[src/core/ebi_pkg.sv]
`default_nettype none
package ebi_pkg;
	// ==========================================================
	// timing
	localparam int OSC_DIV_RESET = 32;
	localparam int BOOT_OSC_CYCLES = 67;
	localparam int BOOT_CNT_W = 7;
	localparam int WAIT_W = 3;
	// ==========================================================
	// register offsets
	localparam logic [3:0] MODE_OFS = 4'h0;
	localparam logic [3:0] WAIT_OFS = 4'h4;
	localparam logic [3:0] STAT_OFS = 4'h8;
	// ==========================================================
	// mode_control_register fields
	localparam int MODE_W = 4;
	localparam int MODE_FLOAT_BIT = 0;
	localparam int MODE_BRQ_BIT = 1;
	localparam int MODE_PD_BIT = 2;
	localparam int MODE_XWAIT_BIT = 3;
	localparam logic [3:0] MODE_RESET = 4'h0;
	// ==========================================================
	// wait_control_register fields
	localparam int PWAIT_LSB = 0;
	localparam int DWAIT_LSB = 4;
	localparam logic [7:0] WAIT_RESET = 8'h77;
	// ==========================================================
	// status fields
	localparam int STAT_GRANT_BIT = 0;
	localparam int STAT_BUSY_BIT = 1;
	localparam int STAT_BOOT_BIT = 2;
	localparam int STAT_FERR_BIT = 3;
	localparam int STAT_START_LSB = 16;
	// ==========================================================
	// start vector locations in program space
	localparam logic [15:0] BOOT_VEC_HI = 16'h0000;
	localparam logic [15:0] BOOT_VEC_LO = 16'h0001;
	// ==========================================================
	// types
	typedef struct packed {
		logic [15:0] addr;
		logic [7:0] wdata;
		logic write;
		logic progSpace;
	} ebiCoreReq_t;

	typedef struct packed {
		logic [7:0] adOut;
		logic adOe;
		logic [7:0] hiAddr;
		logic hiOe;
		logic asN;
		logic dsN;
		logic rwN;
		logic ctlOe;
		logic pdSel;
		logic pdOe;
	} ebiPins_t;

	typedef enum logic [2:0] {
		ST_IDLE = 3'b000,
		ST_ADDR = 3'b001,
		ST_LATCH = 3'b010,
		ST_SETUP = 3'b011,
		ST_DATA = 3'b100,
		ST_END = 3'b101
	} ebiState_t;

	typedef enum logic [2:0] {
		BT_HOLD = 3'b000,
		BT_FETCH0 = 3'b001,
		BT_FETCH1 = 3'b010,
		BT_COUNT = 3'b011,
		BT_RUN = 3'b100
	} ebiBoot_t;
endpackage
`default_nettype wire

[src/core/ebi_external_bus.sv]
// Function
// (RL1) in reset, data strobe low, address strobe toggles at clock over 32
// (RL2) after reset pin rises, fetch start vector, start after 67 cycles
// (RL3) low address muxed with data, high address byte on own port
// (RL4) optional program/data select output splits two 64K spaces
// (RL5) low address driven while address strobe low, held at its rise
// (RL6) read/write line low on writes, high on reads
// (RL7) write data valid on muxed lines by data strobe fall
// (RL8) external device gives read data before data strobe rise
// (RL9) data strobe low stretched by 0-7 waits, program and data separate
// (RL10) enabled external wait input stretches data strobe further
// (RL11) float bit releases both ports, both strobes and read/write
// (RL12) floated bus keeps core running; external accesses flagged
// (RL13) request and grant pins only act when enable bit set
// (RL14) request low at cycle start: stall cpu, float bus, grant low
// (RL15) request high again: pins driven within two clock cycles
// (RL16) external master drives bus only while granted or floated
// (RL17) waits count internal clock cycles; internal memory has no waits
// (RL18) halt and wfi: float muxed port, next opcode high, strobes high
//
// The address map and register access over Wishbone were decided locally.
`default_nettype none
module ebi_external_bus
	import ebi_pkg::*;
#(
	parameter int RST_DIV = OSC_DIV_RESET,
	parameter int BOOT_CYCLES = BOOT_OSC_CYCLES
) (
	input wire logic mclk,
	input wire logic srst,
	input wire logic wb_cyc_i,
	input wire logic wb_stb_i,
	input wire logic wb_we_i,
	input wire logic [31:0] wb_adr_i,
	input wire logic [3:0] wb_sel_i,
	input wire logic [31:0] wb_dat_i,
	output logic [31:0] wb_dat_o,
	output logic wb_ack_o,
	input wire logic coreReqValid,
	input wire ebiCoreReq_t coreReq,
	output logic coreReqReady,
	output logic coreRspValid,
	output logic [7:0] coreRspData,
	input wire logic cycleStart,
	input wire logic lowPower,
	input wire logic [15:0] nextOpAddr,
	output logic cpuStall,
	output logic startValid,
	output logic [15:0] startAddr,
	input wire logic resetPinN,
	input wire logic [7:0] muxedAddressDataIn,
	output logic [7:0] muxedAddressDataOut,
	output logic muxedAddressDataOe,
	output logic [7:0] highAddressByte,
	output logic highAddressByteOe,
	output logic addressStrobeN,
	output logic addressStrobeOe,
	output logic dataStrobeN,
	output logic dataStrobeOe,
	output logic readWriteN,
	output logic readWriteOe,
	output logic progDataSel,
	output logic progDataOe,
	input wire logic extWaitN,
	input wire logic busRequestN,
	output logic busGrantN,
	output logic busGrantOe
);
	localparam int DIV_W = $clog2(RST_DIV / 2);

	// ==========================================================
	// registers
	logic [MODE_W-1:0] modeReg_r;
	logic [7:0] waitReg_r;
	logic floatErr_r;
	logic wbAck_r;
	logic [31:0] wbDat_r;
	logic busFloatEnable;
	logic busRequestEnable;
	logic wbHit;
	logic wbWrite;
	ebiState_t state_r;
	ebiBoot_t boot_r;
	logic [BOOT_CNT_W-1:0] bootCnt_r;
	logic grant_r;

	assign busFloatEnable = modeReg_r[MODE_FLOAT_BIT];
	assign busRequestEnable = modeReg_r[MODE_BRQ_BIT];
	assign wbHit = wb_cyc_i && wb_stb_i;
	assign wbWrite = wbHit && wbAck_r && wb_we_i && wb_sel_i[0];

	always_ff @(posedge mclk) begin
		if (srst) begin
			wbAck_r <= 1'b0;
		end else begin
			wbAck_r <= wbHit && !wbAck_r;
		end
	end

	always_ff @(posedge mclk) begin
		if (srst) begin
			wbDat_r <= '0;
		end else if (wbHit && !wbAck_r) begin
			case (wb_adr_i[3:0])
				MODE_OFS: wbDat_r <= {28'h0000000, modeReg_r};
				WAIT_OFS: wbDat_r <= {24'h000000, waitReg_r};
				STAT_OFS: wbDat_r <= {startAddr, 12'h000, floatErr_r,
					boot_r == BT_RUN, state_r != ST_IDLE, grant_r};
				default: wbDat_r <= '0;
			endcase
		end
	end

	assign wb_ack_o = wbAck_r;
	assign wb_dat_o = wbDat_r;

	always_ff @(posedge mclk) begin
		if (srst) begin
			modeReg_r <= MODE_RESET;
		end else if (wbWrite && wb_adr_i[3:0] == MODE_OFS) begin
			modeReg_r <= wb_dat_i[MODE_W-1:0];
		end
	end

	always_ff @(posedge mclk) begin
		if (srst) begin
			waitReg_r <= WAIT_RESET;
		end else if (wbWrite && wb_adr_i[3:0] == WAIT_OFS) begin
			waitReg_r <= wb_dat_i[7:0];
		end
	end

	// ==========================================================
	// access acceptance
	logic grantTake;
	logic bootFetch;
	logic canStart;
	logic accept;
	logic [15:0] accAddr;
	logic [7:0] accData;
	logic accWrite;
	logic accProg;
	logic accBoot;
	logic [WAIT_W-1:0] accWait;
	logic extWaitActive;
	logic waitExpired;

	assign grantTake = busRequestEnable && cycleStart && !busRequestN
		&& state_r == ST_IDLE && !grant_r; // [RL14]
	assign bootFetch = boot_r == BT_FETCH0 || boot_r == BT_FETCH1;
	assign canStart = state_r == ST_IDLE && resetPinN && !grant_r && !grantTake
		&& !lowPower;
	assign coreReqReady = canStart && boot_r == BT_RUN;
	assign accept = canStart && (bootFetch || (boot_r == BT_RUN && coreReqValid));
	assign extWaitActive = modeReg_r[MODE_XWAIT_BIT] && !extWaitN;

	always_ff @(posedge mclk) begin
		if (srst) begin
			accAddr <= '0;
			accData <= '0;
			accWrite <= 1'b0;
			accProg <= 1'b1;
			accBoot <= 1'b0;
			accWait <= '0;
		end else if (accept) begin
			accBoot <= bootFetch;
			accAddr <= bootFetch ? (boot_r == BT_FETCH0 ? BOOT_VEC_HI : BOOT_VEC_LO)
				: coreReq.addr;
			accData <= coreReq.wdata;
			accWrite <= !bootFetch && coreReq.write;
			accProg <= bootFetch || coreReq.progSpace;
			// separate counts for program and data space
			accWait <= (bootFetch || coreReq.progSpace) ? // [RL9]
				waitReg_r[PWAIT_LSB +: WAIT_W] : waitReg_r[DWAIT_LSB +: WAIT_W];
		end
	end

	// accepted while floated: cycle runs with pins released
	always_ff @(posedge mclk) begin
		if (srst) begin
			floatErr_r <= 1'b0;
		end else if (accept && busFloatEnable) begin // [RL12]
			floatErr_r <= 1'b1;
		end else if (wbWrite && wb_adr_i[3:0] == STAT_OFS && wb_dat_i[STAT_FERR_BIT]) begin
			floatErr_r <= 1'b0;
		end
	end

	// only external cycles reach the timer
	ebi_wait_timer #(
		.WIDTH(WAIT_W)
	) waitTimer (
		.mclk(mclk),
		.srst(srst),
		.load(state_r == ST_SETUP), // [RL17]
		.loadValue(accWait),
		.extWait(extWaitActive),
		.expired(waitExpired)
	);

	// ==========================================================
	// bus cycle sequencer
	always_ff @(posedge mclk) begin
		if (srst || !resetPinN) begin
			state_r <= ST_IDLE;
		end else begin
			case (state_r)
				ST_IDLE: state_r <= accept ? ST_ADDR : ST_IDLE;
				ST_ADDR: state_r <= ST_LATCH;
				ST_LATCH: state_r <= ST_SETUP;
				ST_SETUP: state_r <= ST_DATA;
				ST_DATA: state_r <= waitExpired ? ST_END : ST_DATA; // [RL9] [RL10]
				ST_END: state_r <= ST_IDLE;
				default: state_r <= ST_IDLE;
			endcase
		end
	end

	// read data sampled at the edge where the strobe rises
	always_ff @(posedge mclk) begin
		if (srst) begin
			coreRspValid <= 1'b0;
			coreRspData <= '0;
		end else begin
			coreRspValid <= state_r == ST_END && !accBoot && resetPinN;
			if (state_r == ST_END && !accWrite) begin // [RL8]
				coreRspData <= muxedAddressDataIn;
			end
		end
	end

	// ==========================================================
	// start vector and start delay
	always_ff @(posedge mclk) begin
		if (srst || !resetPinN) begin
			boot_r <= BT_HOLD;
			bootCnt_r <= '0;
		end else begin
			if (bootCnt_r != BOOT_CNT_W'(BOOT_CYCLES)) begin
				bootCnt_r <= BOOT_CNT_W'(bootCnt_r + 1'b1);
			end
			case (boot_r)
				BT_HOLD: boot_r <= BT_FETCH0;
				BT_FETCH0: boot_r <= (state_r == ST_END) ? BT_FETCH1 : BT_FETCH0;
				BT_FETCH1: boot_r <= (state_r == ST_END) ? BT_COUNT : BT_FETCH1;
				BT_COUNT: boot_r <= (bootCnt_r >= BOOT_CNT_W'(BOOT_CYCLES - 1)) ? // [RL2]
					BT_RUN : BT_COUNT;
				BT_RUN: boot_r <= BT_RUN;
				default: boot_r <= BT_HOLD;
			endcase
		end
	end

	always_ff @(posedge mclk) begin
		if (srst) begin
			startAddr <= '0;
		end else if (state_r == ST_END && accBoot) begin // [RL2]
			if (boot_r == BT_FETCH0) begin
				startAddr[15:8] <= muxedAddressDataIn;
			end else begin
				startAddr[7:0] <= muxedAddressDataIn;
			end
		end
	end

	assign startValid = boot_r == BT_RUN;

	// ==========================================================
	// bus request and grant
	always_ff @(posedge mclk) begin
		if (srst || !busRequestEnable) begin // [RL13]
			grant_r <= 1'b0;
		end else if (grantTake) begin // [RL14]
			grant_r <= 1'b1;
		end else if (grant_r && busRequestN) begin // [RL15] [RL16]
			grant_r <= 1'b0;
		end
	end

	assign cpuStall = grant_r; // [RL14]
	assign busGrantN = !grant_r;
	assign busGrantOe = busRequestEnable; // [RL13]

	// ==========================================================
	// reset strobe divider
	logic [DIV_W-1:0] divCnt_r;
	logic asDiv_r;

	always_ff @(posedge mclk) begin // [RL1]
		if (srst) begin
			divCnt_r <= '0;
			asDiv_r <= 1'b0;
		end else begin
			divCnt_r <= DIV_W'(divCnt_r + 1'b1);
			if (divCnt_r == DIV_W'(RST_DIV / 2 - 1)) begin
				asDiv_r <= !asDiv_r;
			end
		end
	end

	// ==========================================================
	// pin drive
	ebiPins_t pins_r;
	ebiPins_t pins_nxt;
	logic floatNow;

	assign floatNow = busFloatEnable || grant_r;

	always_comb begin
		pins_nxt.adOut = accAddr[7:0];
		pins_nxt.adOe = 1'b0;
		pins_nxt.hiAddr = accAddr[15:8]; // [RL3]
		pins_nxt.hiOe = 1'b1;
		pins_nxt.asN = 1'b1;
		pins_nxt.dsN = 1'b1;
		pins_nxt.rwN = 1'b1;
		pins_nxt.ctlOe = 1'b1;
		pins_nxt.pdSel = accProg; // [RL4]
		pins_nxt.pdOe = modeReg_r[MODE_PD_BIT];
		case (state_r)
			ST_ADDR: begin
				pins_nxt.asN = 1'b0; // [RL5]
				pins_nxt.adOe = 1'b1;
				pins_nxt.rwN = !accWrite;
			end
			ST_LATCH: begin
				pins_nxt.adOe = 1'b1; // [RL5]
				pins_nxt.rwN = !accWrite;
			end
			ST_SETUP, ST_END: begin
				pins_nxt.adOut = accData;
				pins_nxt.adOe = accWrite;
				pins_nxt.rwN = !accWrite; // [RL6]
			end
			ST_DATA: begin
				pins_nxt.adOut = accData; // [RL7]
				pins_nxt.adOe = accWrite;
				pins_nxt.dsN = 1'b0;
				pins_nxt.rwN = !accWrite; // [RL6]
			end
			default: begin
				pins_nxt.adOe = 1'b0;
			end
		endcase
		if (lowPower && state_r == ST_IDLE) begin // [RL18]
			pins_nxt.hiAddr = nextOpAddr[15:8];
			pins_nxt.adOe = 1'b0;
		end
		if (floatNow) begin // [RL11] [RL14]
			pins_nxt.adOe = 1'b0;
			pins_nxt.hiOe = 1'b0;
			pins_nxt.ctlOe = 1'b0;
			pins_nxt.pdOe = 1'b0;
		end
		if (!resetPinN) begin // [RL1]
			pins_nxt.asN = asDiv_r;
			pins_nxt.dsN = 1'b0;
			pins_nxt.rwN = 1'b1;
			pins_nxt.adOe = 1'b0;
			pins_nxt.ctlOe = 1'b1;
		end
	end

	always_ff @(posedge mclk) begin
		if (srst) begin
			pins_r <= '{adOut: 8'h00, adOe: 1'b0, hiAddr: 8'h00, hiOe: 1'b0,
				asN: 1'b1, dsN: 1'b1, rwN: 1'b1, ctlOe: 1'b0, pdSel: 1'b1, pdOe: 1'b0};
		end else begin
			pins_r <= pins_nxt;
		end
	end

	assign muxedAddressDataOut = pins_r.adOut;
	assign muxedAddressDataOe = pins_r.adOe;
	assign highAddressByte = pins_r.hiAddr;
	assign highAddressByteOe = pins_r.hiOe;
	assign addressStrobeN = pins_r.asN;
	assign addressStrobeOe = pins_r.ctlOe;
	assign dataStrobeN = pins_r.dsN;
	assign dataStrobeOe = pins_r.ctlOe;
	assign readWriteN = pins_r.rwN;
	assign readWriteOe = pins_r.ctlOe;
	assign progDataSel = pins_r.pdSel;
	assign progDataOe = pins_r.pdOe;

	// ==========================================================
	// checks
	logic [3:0] dataCnt_r;
	logic extSeen_r;
	logic seenFall_r;

	always_ff @(posedge mclk) begin
		if (srst || state_r != ST_DATA) begin
			dataCnt_r <= '0;
			extSeen_r <= 1'b0;
		end else begin
			dataCnt_r <= 4'(dataCnt_r + 1'b1);
			extSeen_r <= extSeen_r || extWaitActive;
		end
	end

	always_ff @(posedge mclk) begin
		if (srst) begin
			seenFall_r <= 1'b0;
		end else if (asDiv_r && divCnt_r == DIV_W'(RST_DIV / 2 - 1)) begin
			seenFall_r <= 1'b1;
		end
	end
endmodule
`default_nettype wire

[src/core/ebi_wait_timer.sv]
`default_nettype none
module ebi_wait_timer
	import ebi_pkg::*;
#(
	parameter int WIDTH = WAIT_W
) (
	input wire logic mclk,
	input wire logic srst,
	input wire logic load,
	input wire logic [WIDTH-1:0] loadValue,
	input wire logic extWait,
	output logic expired
);
	logic [WIDTH-1:0] cnt_r;

	// counts mclk cycles, the internal clock, not cpu clock
	always_ff @(posedge mclk) begin // [RL17]
		if (srst) begin
			cnt_r <= '0;
		end else if (load) begin
			cnt_r <= loadValue;
		end else if (cnt_r != '0) begin
			cnt_r <= WIDTH'(cnt_r - 1'b1);
		end
	end

	// external wait holds the strobe low past the programmed count
	assign expired = (cnt_r == '0) && !extWait; // [RL9] [RL10]
endmodule
`default_nettype wire

[config.mk]
export PLATFORM = sky130hd
export DESIGN_NAME = ebi_external_bus
export DESIGN_NICKNAME = d
export VERILOG_FILES = /design/src/core/ebi_pkg.sv /design/src/core/ebi_external_bus.sv /design/src/core/ebi_wait_timer.sv
export SDC_FILE = /design/constraint.sdc
export NUM_CORES = 1
export LEC_CHECK = 0
export BUFFER_PORTS_ARGS = -buffer_cell sky130_fd_sc_hd__buf_4
export CAP_MARGIN = 5
export CORE_MARGIN = 4
export CORE_UTILIZATION = 44
export CTS_CLUSTER_DIAMETER = 200
export DETAILED_ROUTE_END_ITERATION = 10
export PLACE_DENSITY = 0.72
export SYNTH_ARGS = -nofsm -noshare
export SYNTH_HDL_FRONTEND = slang
export SYNTH_HIERARCHICAL = 1
export SYNTH_SLANG_ARGS = --single-unit
[constraint.sdc]
create_clock -name mclk -period 1.57 [get_ports mclk]
set_input_delay 0.2355 -clock mclk [delete_from_list [all_inputs] [get_ports mclk]]
set_output_delay 0.2355 -clock mclk [all_outputs]
set_load 0.02 [all_outputs]
# Yosys cells after proc, flatten, opt, wreduce, memory -nomap -nowiden
# Cells that the tools add are included.
# W data, S select, Z words.
word_totals:
  elab_cells: 143
  reg_bits: 147
  output_inout_bits: 89
op_classes:
  n_addsub: 3
  n_reduce_logical: 66
  order_cmp: 1
  bitwise: 3
  mux: 25
  eq_ne: 13
ops:
  columns: ["cell", "count"]
  rows:
  - ["$pmux W32 S3", 1]
  - ["$logic_and A1 B1 Y1", 30]
  - ["$pmux W3 S5", 2]
  - ["$mux W16", 1]
  - ["$mux W8", 2]
  - ["$logic_not A1 Y1", 13]
  - ["$eq A3 B2 Y1 const B", 4]
  - ["$mux W1", 12]
  - ["$mux W3", 4]
  - ["$eq A3 B3 Y1 const B", 3]
  - ["$logic_not A3 Y1", 3]
  - ["$eq A4 B4 Y1 const B", 2]
  - ["$add A7 B1 Y7 const B", 1]
  - ["$ge A7 B7 Y1 const B", 1]
  - ["$ne A7 B7 Y1 const B", 1]
  - ["$eq A3 B1 Y1 const B", 2]
  - ["$logic_or A1 B1 Y1", 6]
  - ["$reduce_bool A2 Y1", 3]
  - ["$reduce_bool A3 Y1", 2]
  - ["$reduce_or A3 Y1", 2]
  - ["$reduce_or A5 Y1", 1]
  - ["$add A4 B1 Y4 const B", 1]
  - ["$eq A4 B3 Y1 const B", 1]
  - ["$logic_not A4 Y1", 1]
  - ["other kinds (8)", 12]

# Logic depth before layout (Yosys ltp)
# Gate-level depths: netlist of the first run.
depth:
  ltp_word: 10
  mapped_depth: 7

# Cells and area by module
# Netlist of the first run, hierarchy kept.
by_module_without_submodules:
  columns: ["module", "cells_per_inst", "seq_area_each_um2", "area_each_um2", "n_inst"]
  rows:
  - ["ebi_external_bus", 584, 2722.6, 5401.4, 1]
  - ["ebi_wait_timer", 22, 60.1, 206.4, 1]

# Worst setup path before layout of the first run
# No wires, ideal clock.
synth_path:
  kind: "reg2out"
  from: "reg state_r[0]"
  to: "out coreReqReady"
  required_time_ns: 1.334
  stages_incl_launch_ff: 7
  slack_ns: -0.064
  path_buffers: 3
  arrival_ns: 1.399
  cell_sequence: "dfxtp_1 buf_6 nor3_4 nand3_2 buf_6 buf_2 nor2_1"
synth_via:
  elab_chain_cells: 7
  elab_cells_between_ends: 9
  cone_classes: "reduce/logical (9)"
synth_rtl:
  columns: ["element", "line", "source"]
  rows:
  - ["start: declaration", "ebi_external_bus.sv:82", "ebiState_t state_r;"]
  - ["start signal: assignment", "ebi_external_bus.sv:208", "ST_IDLE: state_r <= accept ? ST_ADDR : ST_IDLE;"]
  - ["start signal: assignment", "ebi_external_bus.sv:212", "ST_DATA: state_r <= waitExpired ? ST_END : ST_DATA;"]
  - ["$logic_not A3 Y1 (*)", "ebi_external_bus.sv:149, ebi_external_bus.sv:151", null]
  - ["$logic_and A1 B1 Y1 (2 in series)", "ebi_external_bus.sv:149", "&& state_r == ST_IDLE && !grant_r;"]
  - ["$logic_not A1 Y1", "ebi_external_bus.sv:151", "assign canStart = state_r == ST_IDLE && resetPinN && !grant_r && !grantTake"]
  - ["$logic_and A1 B1 Y1 (*)", "ebi_external_bus.sv:151", null]
  - ["$logic_and A1 B1 Y1 (*)", "ebi_external_bus.sv:152", "&& !lowPower;"]
  - ["$logic_and A1 B1 Y1 (*)", "ebi_external_bus.sv:153", "assign coreReqReady = canStart && boot_r == BT_RUN;"]
  - ["end: declaration", "ebi_external_bus.sv:41", "output logic coreReqReady,"]
# Mark *: on every way between the ends. The rest lies on a longest branch, timed or not.

# Worst setup path after layout of the first run
layout_path:
  from: "reg boot_r[0]"
  to: "out coreReqReady"
layout_via:
  elab_chain_cells: 2
layout_rtl:
  columns: ["element", "line", "source"]
  rows:
  - ["start: declaration", "ebi_external_bus.sv:83", "ebiBoot_t boot_r;"]
  - ["start signal: assignment", "ebi_external_bus.sv:244", "BT_FETCH0: boot_r <= (state_r == ST_END) ? BT_FETCH1 : BT_FETCH0;"]
  - ["start signal: assignment", "ebi_external_bus.sv:245", "BT_FETCH1: boot_r <= (state_r == ST_END) ? BT_COUNT : BT_FETCH1;"]
  - ["start signal: assignment", "ebi_external_bus.sv:246", "BT_COUNT: boot_r <= (bootCnt_r >= BOOT_CNT_W'(BOOT_CYCLES - 1)) ?"]
  - ["$eq A3 B3 Y1", "ebi_external_bus.sv:153", null]
  - ["$logic_and A1 B1 Y1", "ebi_external_bus.sv:153", null]
# Every way passes these cells.

==> metrics, run 1 <==
Clock Latency Late Sink=0.42 ns; Buf+Inv Stages, Crit Path=1; Worst path max stage delay=0.44 ns; Synth-to-Final Area Change=39.58%; Via Count=4935; Root Buffer=clkbuf_16; overall routing resource usage=20.55%; Num CTS Buffers=17; Residual DRC=0; per-cell routed wire length=16.05 um; Clock Skews=0.01359 ns; area occupied by multi-input gates=2606 sq um; CTS sink cnt=139; failing checks=setup timing; CTS tree=done; Die Y-Extent=120.9 um; Placed Instances=909; share of cells above drive strength 1=33.46%; Slowest cell on crit path=or3b_4; vias in the first global route=4911; post-route cell area=7828 sq um; post-synthesis cell type count=63; most frequent cells in the layout=174 x buf_4, 132 x dfxtp_1, 82 x nor2_1, 54 x nand2_1, 49 x a21oi_1; synthesis-stage register bit count=139; initial antenna violation count=0; Top Ports=218; row cnt=40; Seq/Total Area, Yosys=49.62%; Seq. cell area=2796 sq um; warnings from Yosys=6; crit-path max FO=4; CP arrival=1.45 ns; Final period util=107.4%; Power per Cell Area=1097 nW/um^2; fillcell total=994; Crit. End Element=output port; critical path class=reg -> out; status=complete, but fails checks; Async SR Flop Fraction=0%; Final WS setup=-0.1163 ns; grt total ovfl=0; Post-synth EDFFs=0; DR iter-0 viols=365; largest net degree at the start of global routing=123; share of the synthesized area in the top cell type=49.62%; Top FF cell, synth=dfxtp_1; first-pass GRT wire length=24.02 mm; Pre-antenna DRT Iters=4; relative slew slack=62.88%; Max Slew Vio Count=0; CTS Buffer Depth=2; crit path cell chain=or3b_4 -> nor2_4 -> buf_6; Max VDD drop=666.6 uV; Slew @ Worst Pin=0.5569 ns; final net count=905; H-tree Lvls=4; Final HPWL DP=10.49 mm; Static Leak=3.273 nW; DR vias/cell=5.189; # diodes=0; CORE AREA=12260 sq um; post-route ant nets=0; cells after synthesis=606; Post-Layout Cell Count=951; Post-Syn Area=5608 sq um; mean area per synthesized cell=9.254 sq um; endpoints failing hold=0; # setup viols final=3; min-delay worst type=in -> reg; commonest non-fill, non-tap cell in the layout=buf_4; Crit path max-delay family=simple AND/OR/NAND/NOR gates; Area contributors post-synth=dfxtp_1 50%, mux2i_1 6.6%, nor2_1 5.6%; Max Cap Violations=0; startpoint types=flop; Post-Place Setup Slack=-0.06961 ns; Final min period=1.686 ns; RSZ-0062 raised after global routing=true; placed cell areas=6954 sq um; gp weighted congestion=0.8679; Peak Freq=0.5930 GHz; die width=120.9 um; Clock transition at path regs=0.06 ns; final wirelength=15.26 mm; Initial Utilization=45.73%; Die Area=14620 sq um; Port Buffers=146; Yosys top cell by area=dfxtp_1; CP required=1.33 ns; Fin Hold WS=0.05459 ns
[synthesized netlist by cell type (all sizes together) (2+ instances only)]
cell,instances
nand3,15
inv,18
a22oi,22
and2,2
a21oi,54
nor3,7
nor4,2
mux2i,37
a2111oi,2
and3,2
nand3b,4
nor3b,3
or3b,2
xor2,7
a32oi,3
and4,2
nand2b,6
ha,5
o22ai,3
nor2b,8
nor2,84
dfxtp,139
a211o,6
xnor2,5
buf,29
nand4,4
clkbuf,19
nor4b,3
a211oi,5
o21ai,28
a21o,3
nand2,56
or2,4
[worst min-delay path, cell delays in order]
cell     delay [ns]
buf_4          0.08
mux2i_1        0.05
nor2_1         0.07
[stage by stage]
stage	total power, mW	TNS, ns	util [%]
final	8.586	-0.1919	63.84
after global routing	8.913	-0.9607	63.84
after CTS	8.588	-0.2009	62.65
after detailed placement	4.426	-0.3260	56.71
after global placement	4.387	0	56.71
after floorplan	4.154	0	-
[per-layer routing]
metal / global-route usage [%] / vias up / wire length, um
met5: 0 / - / 0
met4: 7.436 / 0 / 246
met3: 7.086 / 25 / 1183
met2: 32.30 / 174 / 7224
met1: 26.17 / 2332 / 6604
li1: - / 2404 / -
[power by group]
group	total (mW)	internal, mW	switching, mW
clock	4.14	2.66	1.48
sequential	3.65	3.60	0.0532
combinational	0.794	0.380	0.415
total	8.59	6.63	1.95
[area by class of cell]
cell class / instances / area share [%]
sequential: 139 / 35.73
multi-input combinational: 408 / 33.30
clock buffer: 21 / 6.138
inverter: 18 / 0.8632
clock inverter: 10 / 1.790
timing repair buffer: 187 / 19.50
tap: 168 / 2.685
[worst paths after layout]
| path | to | startpoint | cells past startpoint | slack [ns] |
|---|---|---|---|---|
| worst max-delay path | coreReqReady | boot_r[0] | 3 | -0.12 |
| worst min-delay path | waitReg_r[7] | wb_dat_i[7] | 3 | 0.05 |
| worst max register to register | accData[3] | boot_r[0] | 7 | -0.01 |
| worst min register to register | divCnt_r[0] | divCnt_r[0] | 1 | 0.45 |
[sequential cells by signal, indices dropped and copies added, names as in the netlist, 3 cells and up]
signal and flops:
accAddr 16, accData 8, accWait 3, bootCnt_r 7
boot_r 3, coreRspData 8, divCnt_r 4, highAddressByte 8
modeReg_r 4, muxedAddressDataOut 8, startAddr 16, state_r 3
waitReg_r 8, waitTimer/cnt_r 3, wb_dat_o 24
[cell families after synthesis]
family                   share of synthesized area, %
adder cells (fa/ha/maj)                         1.116
AND/OR/NAND/NOR                                 18.70
buffers and inverters                           6.582
AO/OA/AOI/OAI                                   15.44
XOR/XNOR                                        1.874
multiplexers                                    6.604
other                                         0.06687
flip-flops                                      49.62
[what timing repair did]
item,CTS,global route
setup buffers,6,2
hold buffers,1,0
pin swaps,5,7
gates resized for setup,16,27
setup endpoints to repair,18,52
endpoints found under the hold margin,1,0
gates cloned,0,2
Power figures use the tool's default switching activity.
==> run 2, diff against run 1 <==
- RECOVER_POWER: unset -> 50
==> metrics, run 2 (synthesis gave the netlist of run 1 again) <==
post-layout util=61.32%; CP required=1.33 ns; commonest non-fill, non-tap cell in the layout=dfxtp_1; WL met2=7.281 mm; relative slew slack=10.07%; critical path class=reg -> out; placed cell areas=6954 sq um; Clock Latency Late Sink=0.41 ns; Final HPWL DP=10.49 mm; overall routing resource usage=20.55%; Initial Utilization=45.73%; routed wl met3=1.061 mm; # diodes=0; largest net degree at the start of global routing=123; startpoint types=flop; Top Ports=218; combinational power share=9.0%; Clock transition at path regs=0.06 ns; DR vias/cell=5.174; Final period util=106.8%; wire length on met1=6.728 mm; Via Count=4920; gp weighted congestion=0.8679; H-tree Lvls=4; Num CTS Buffers=17; Port Buffers=146; Final WS setup=-0.1067 ns; failing checks=setup timing; # setup viols final=3; Max Slew Vio Count=0; RSZ-0062 raised after global routing=true; final net count=905; Slew @ Worst Pin=1.349 ns; Residual DRC=0; Crit. End Element=output port; DR iter-0 viols=356; Die Y-Extent=120.9 um; power share of the clock group=48.3%; vias in the first global route=4911; top sig layer=met4; switch share=22.79%; status=complete, but fails checks; grt total ovfl=0; Synth-to-Final Area Change=34.07%; Final min period=1.677 ns; Internal Power=6.615 mW; post-route cell area=7518 sq um; initial antenna violation count=0; Post-Layout Cell Count=951; setup TNS=-0.2035 ns; Pre-antenna DRT Iters=5; Sequential Power Share=42.6%; CTS tree=done; max reg flops=24; crit-path max FO=4; Power per Cell Area=1139 nW/um^2; CORE AREA=12260 sq um; first-pass GRT wire length=24.02 mm; Clock Skews=0.006128 ns; Static Leak=2.941 nW; sw power=1.952 mW; row cnt=40; endpoints failing hold=0; post-route ant nets=0; Die Area=14620 sq um; per-cell routed wire length=16.11 um; Root Buffer=clkbuf_16; share of cells above drive strength 1=23.37%; CP arrival=1.44 ns; die width=120.9 um; Max VDD drop=667.4 uV; min-delay worst type=in -> reg; CTS Buffer Depth=2; CTS sink cnt=139; most frequent cells in the layout=132 x dfxtp_1, 95 x buf_4, 82 x nor2_1, 79 x clkbuf_1, 54 x nand2_1; Max Cap Violations=0; Peak Freq=0.5964 GHz; Placed Instances=909; final wirelength=15.32 mm
[run 2: per-layer routing]
layer  up-vias  global-route usage, %
met5         -                      0
met4         0                  7.436
met3        22                  7.086
met2       168                  32.30
met1      2324                  26.17
li1       2406                      -
[run 2: path summary, 6_finish.rpt]
path                                  start      endpoint  slack, ns  cells past startpoint
worst max-delay path              boot_r[0]  coreReqReady      -0.11                      3
worst min-delay path            wb_dat_i[7]  waitReg_r[7]       0.06                      3
worst max register to register    boot_r[0]    accData[3]      -0.04                      7
worst min register to register      accProg   progDataSel       0.45                      1
[run 2: stage by stage]
step | setup WS (ns) | total power, mW | hold slack (ns)
floorplan | 0.02462 | 4.154 | 0.3034
global placement | 0.008767 | 4.387 | 0.4091
detailed placement | -0.06961 | 4.426 | 0.4175
CTS | -0.1281 | 8.588 | 0.04213
global route | -0.1531 | 8.891 | 0.06102
finish | -0.1067 | 8.567 | 0.06023
[run 2: area by class of cell]
| type | count | area [sq um] |
|---|---|---|
| flip-flops and latches | 139 | 2796 |
| clock buffers | 21 | 480.5 |
| well taps | 168 | 210.2 |
| multi-input cells | 408 | 2606 |
| fillers | 1080 | 4743 |
| inverters | 18 | 67.56 |
| repair buffers | 187 | 1217 |
| clock inverters | 10 | 140.1 |
[run 2: power by group through the flow]
| stage | Clock, mW | Combinational (mW) | Sequential (mW) |
|---|---|---|---|
| global placement | 0 | 0.666 | 3.72 |
| floorplan | 0 | 0.420 | 3.73 |
| detailed placement | 0 | 0.700 | 3.73 |
| CTS | 4.22 | 0.723 | 3.65 |
| global route | 4.38 | 0.849 | 3.66 |
| finish | 4.14 | 0.774 | 3.65 |
[run 2: critical path, stage by stage (launching register included)]
cell and delay [ns]:
dfxtp_4 0.34, or3b_4 0.44, nor2_4 0.13, buf_6 0.13
[run 2: timing repair]
item,4_1_cts,5_1_grt
endpoints found under the hold margin,1,0
buffers inserted,6,2
resized for setup,16,27
pin swaps,5,7
cloned,0,2
hold buffers,1,0
endpoints found under the setup margin,18,52
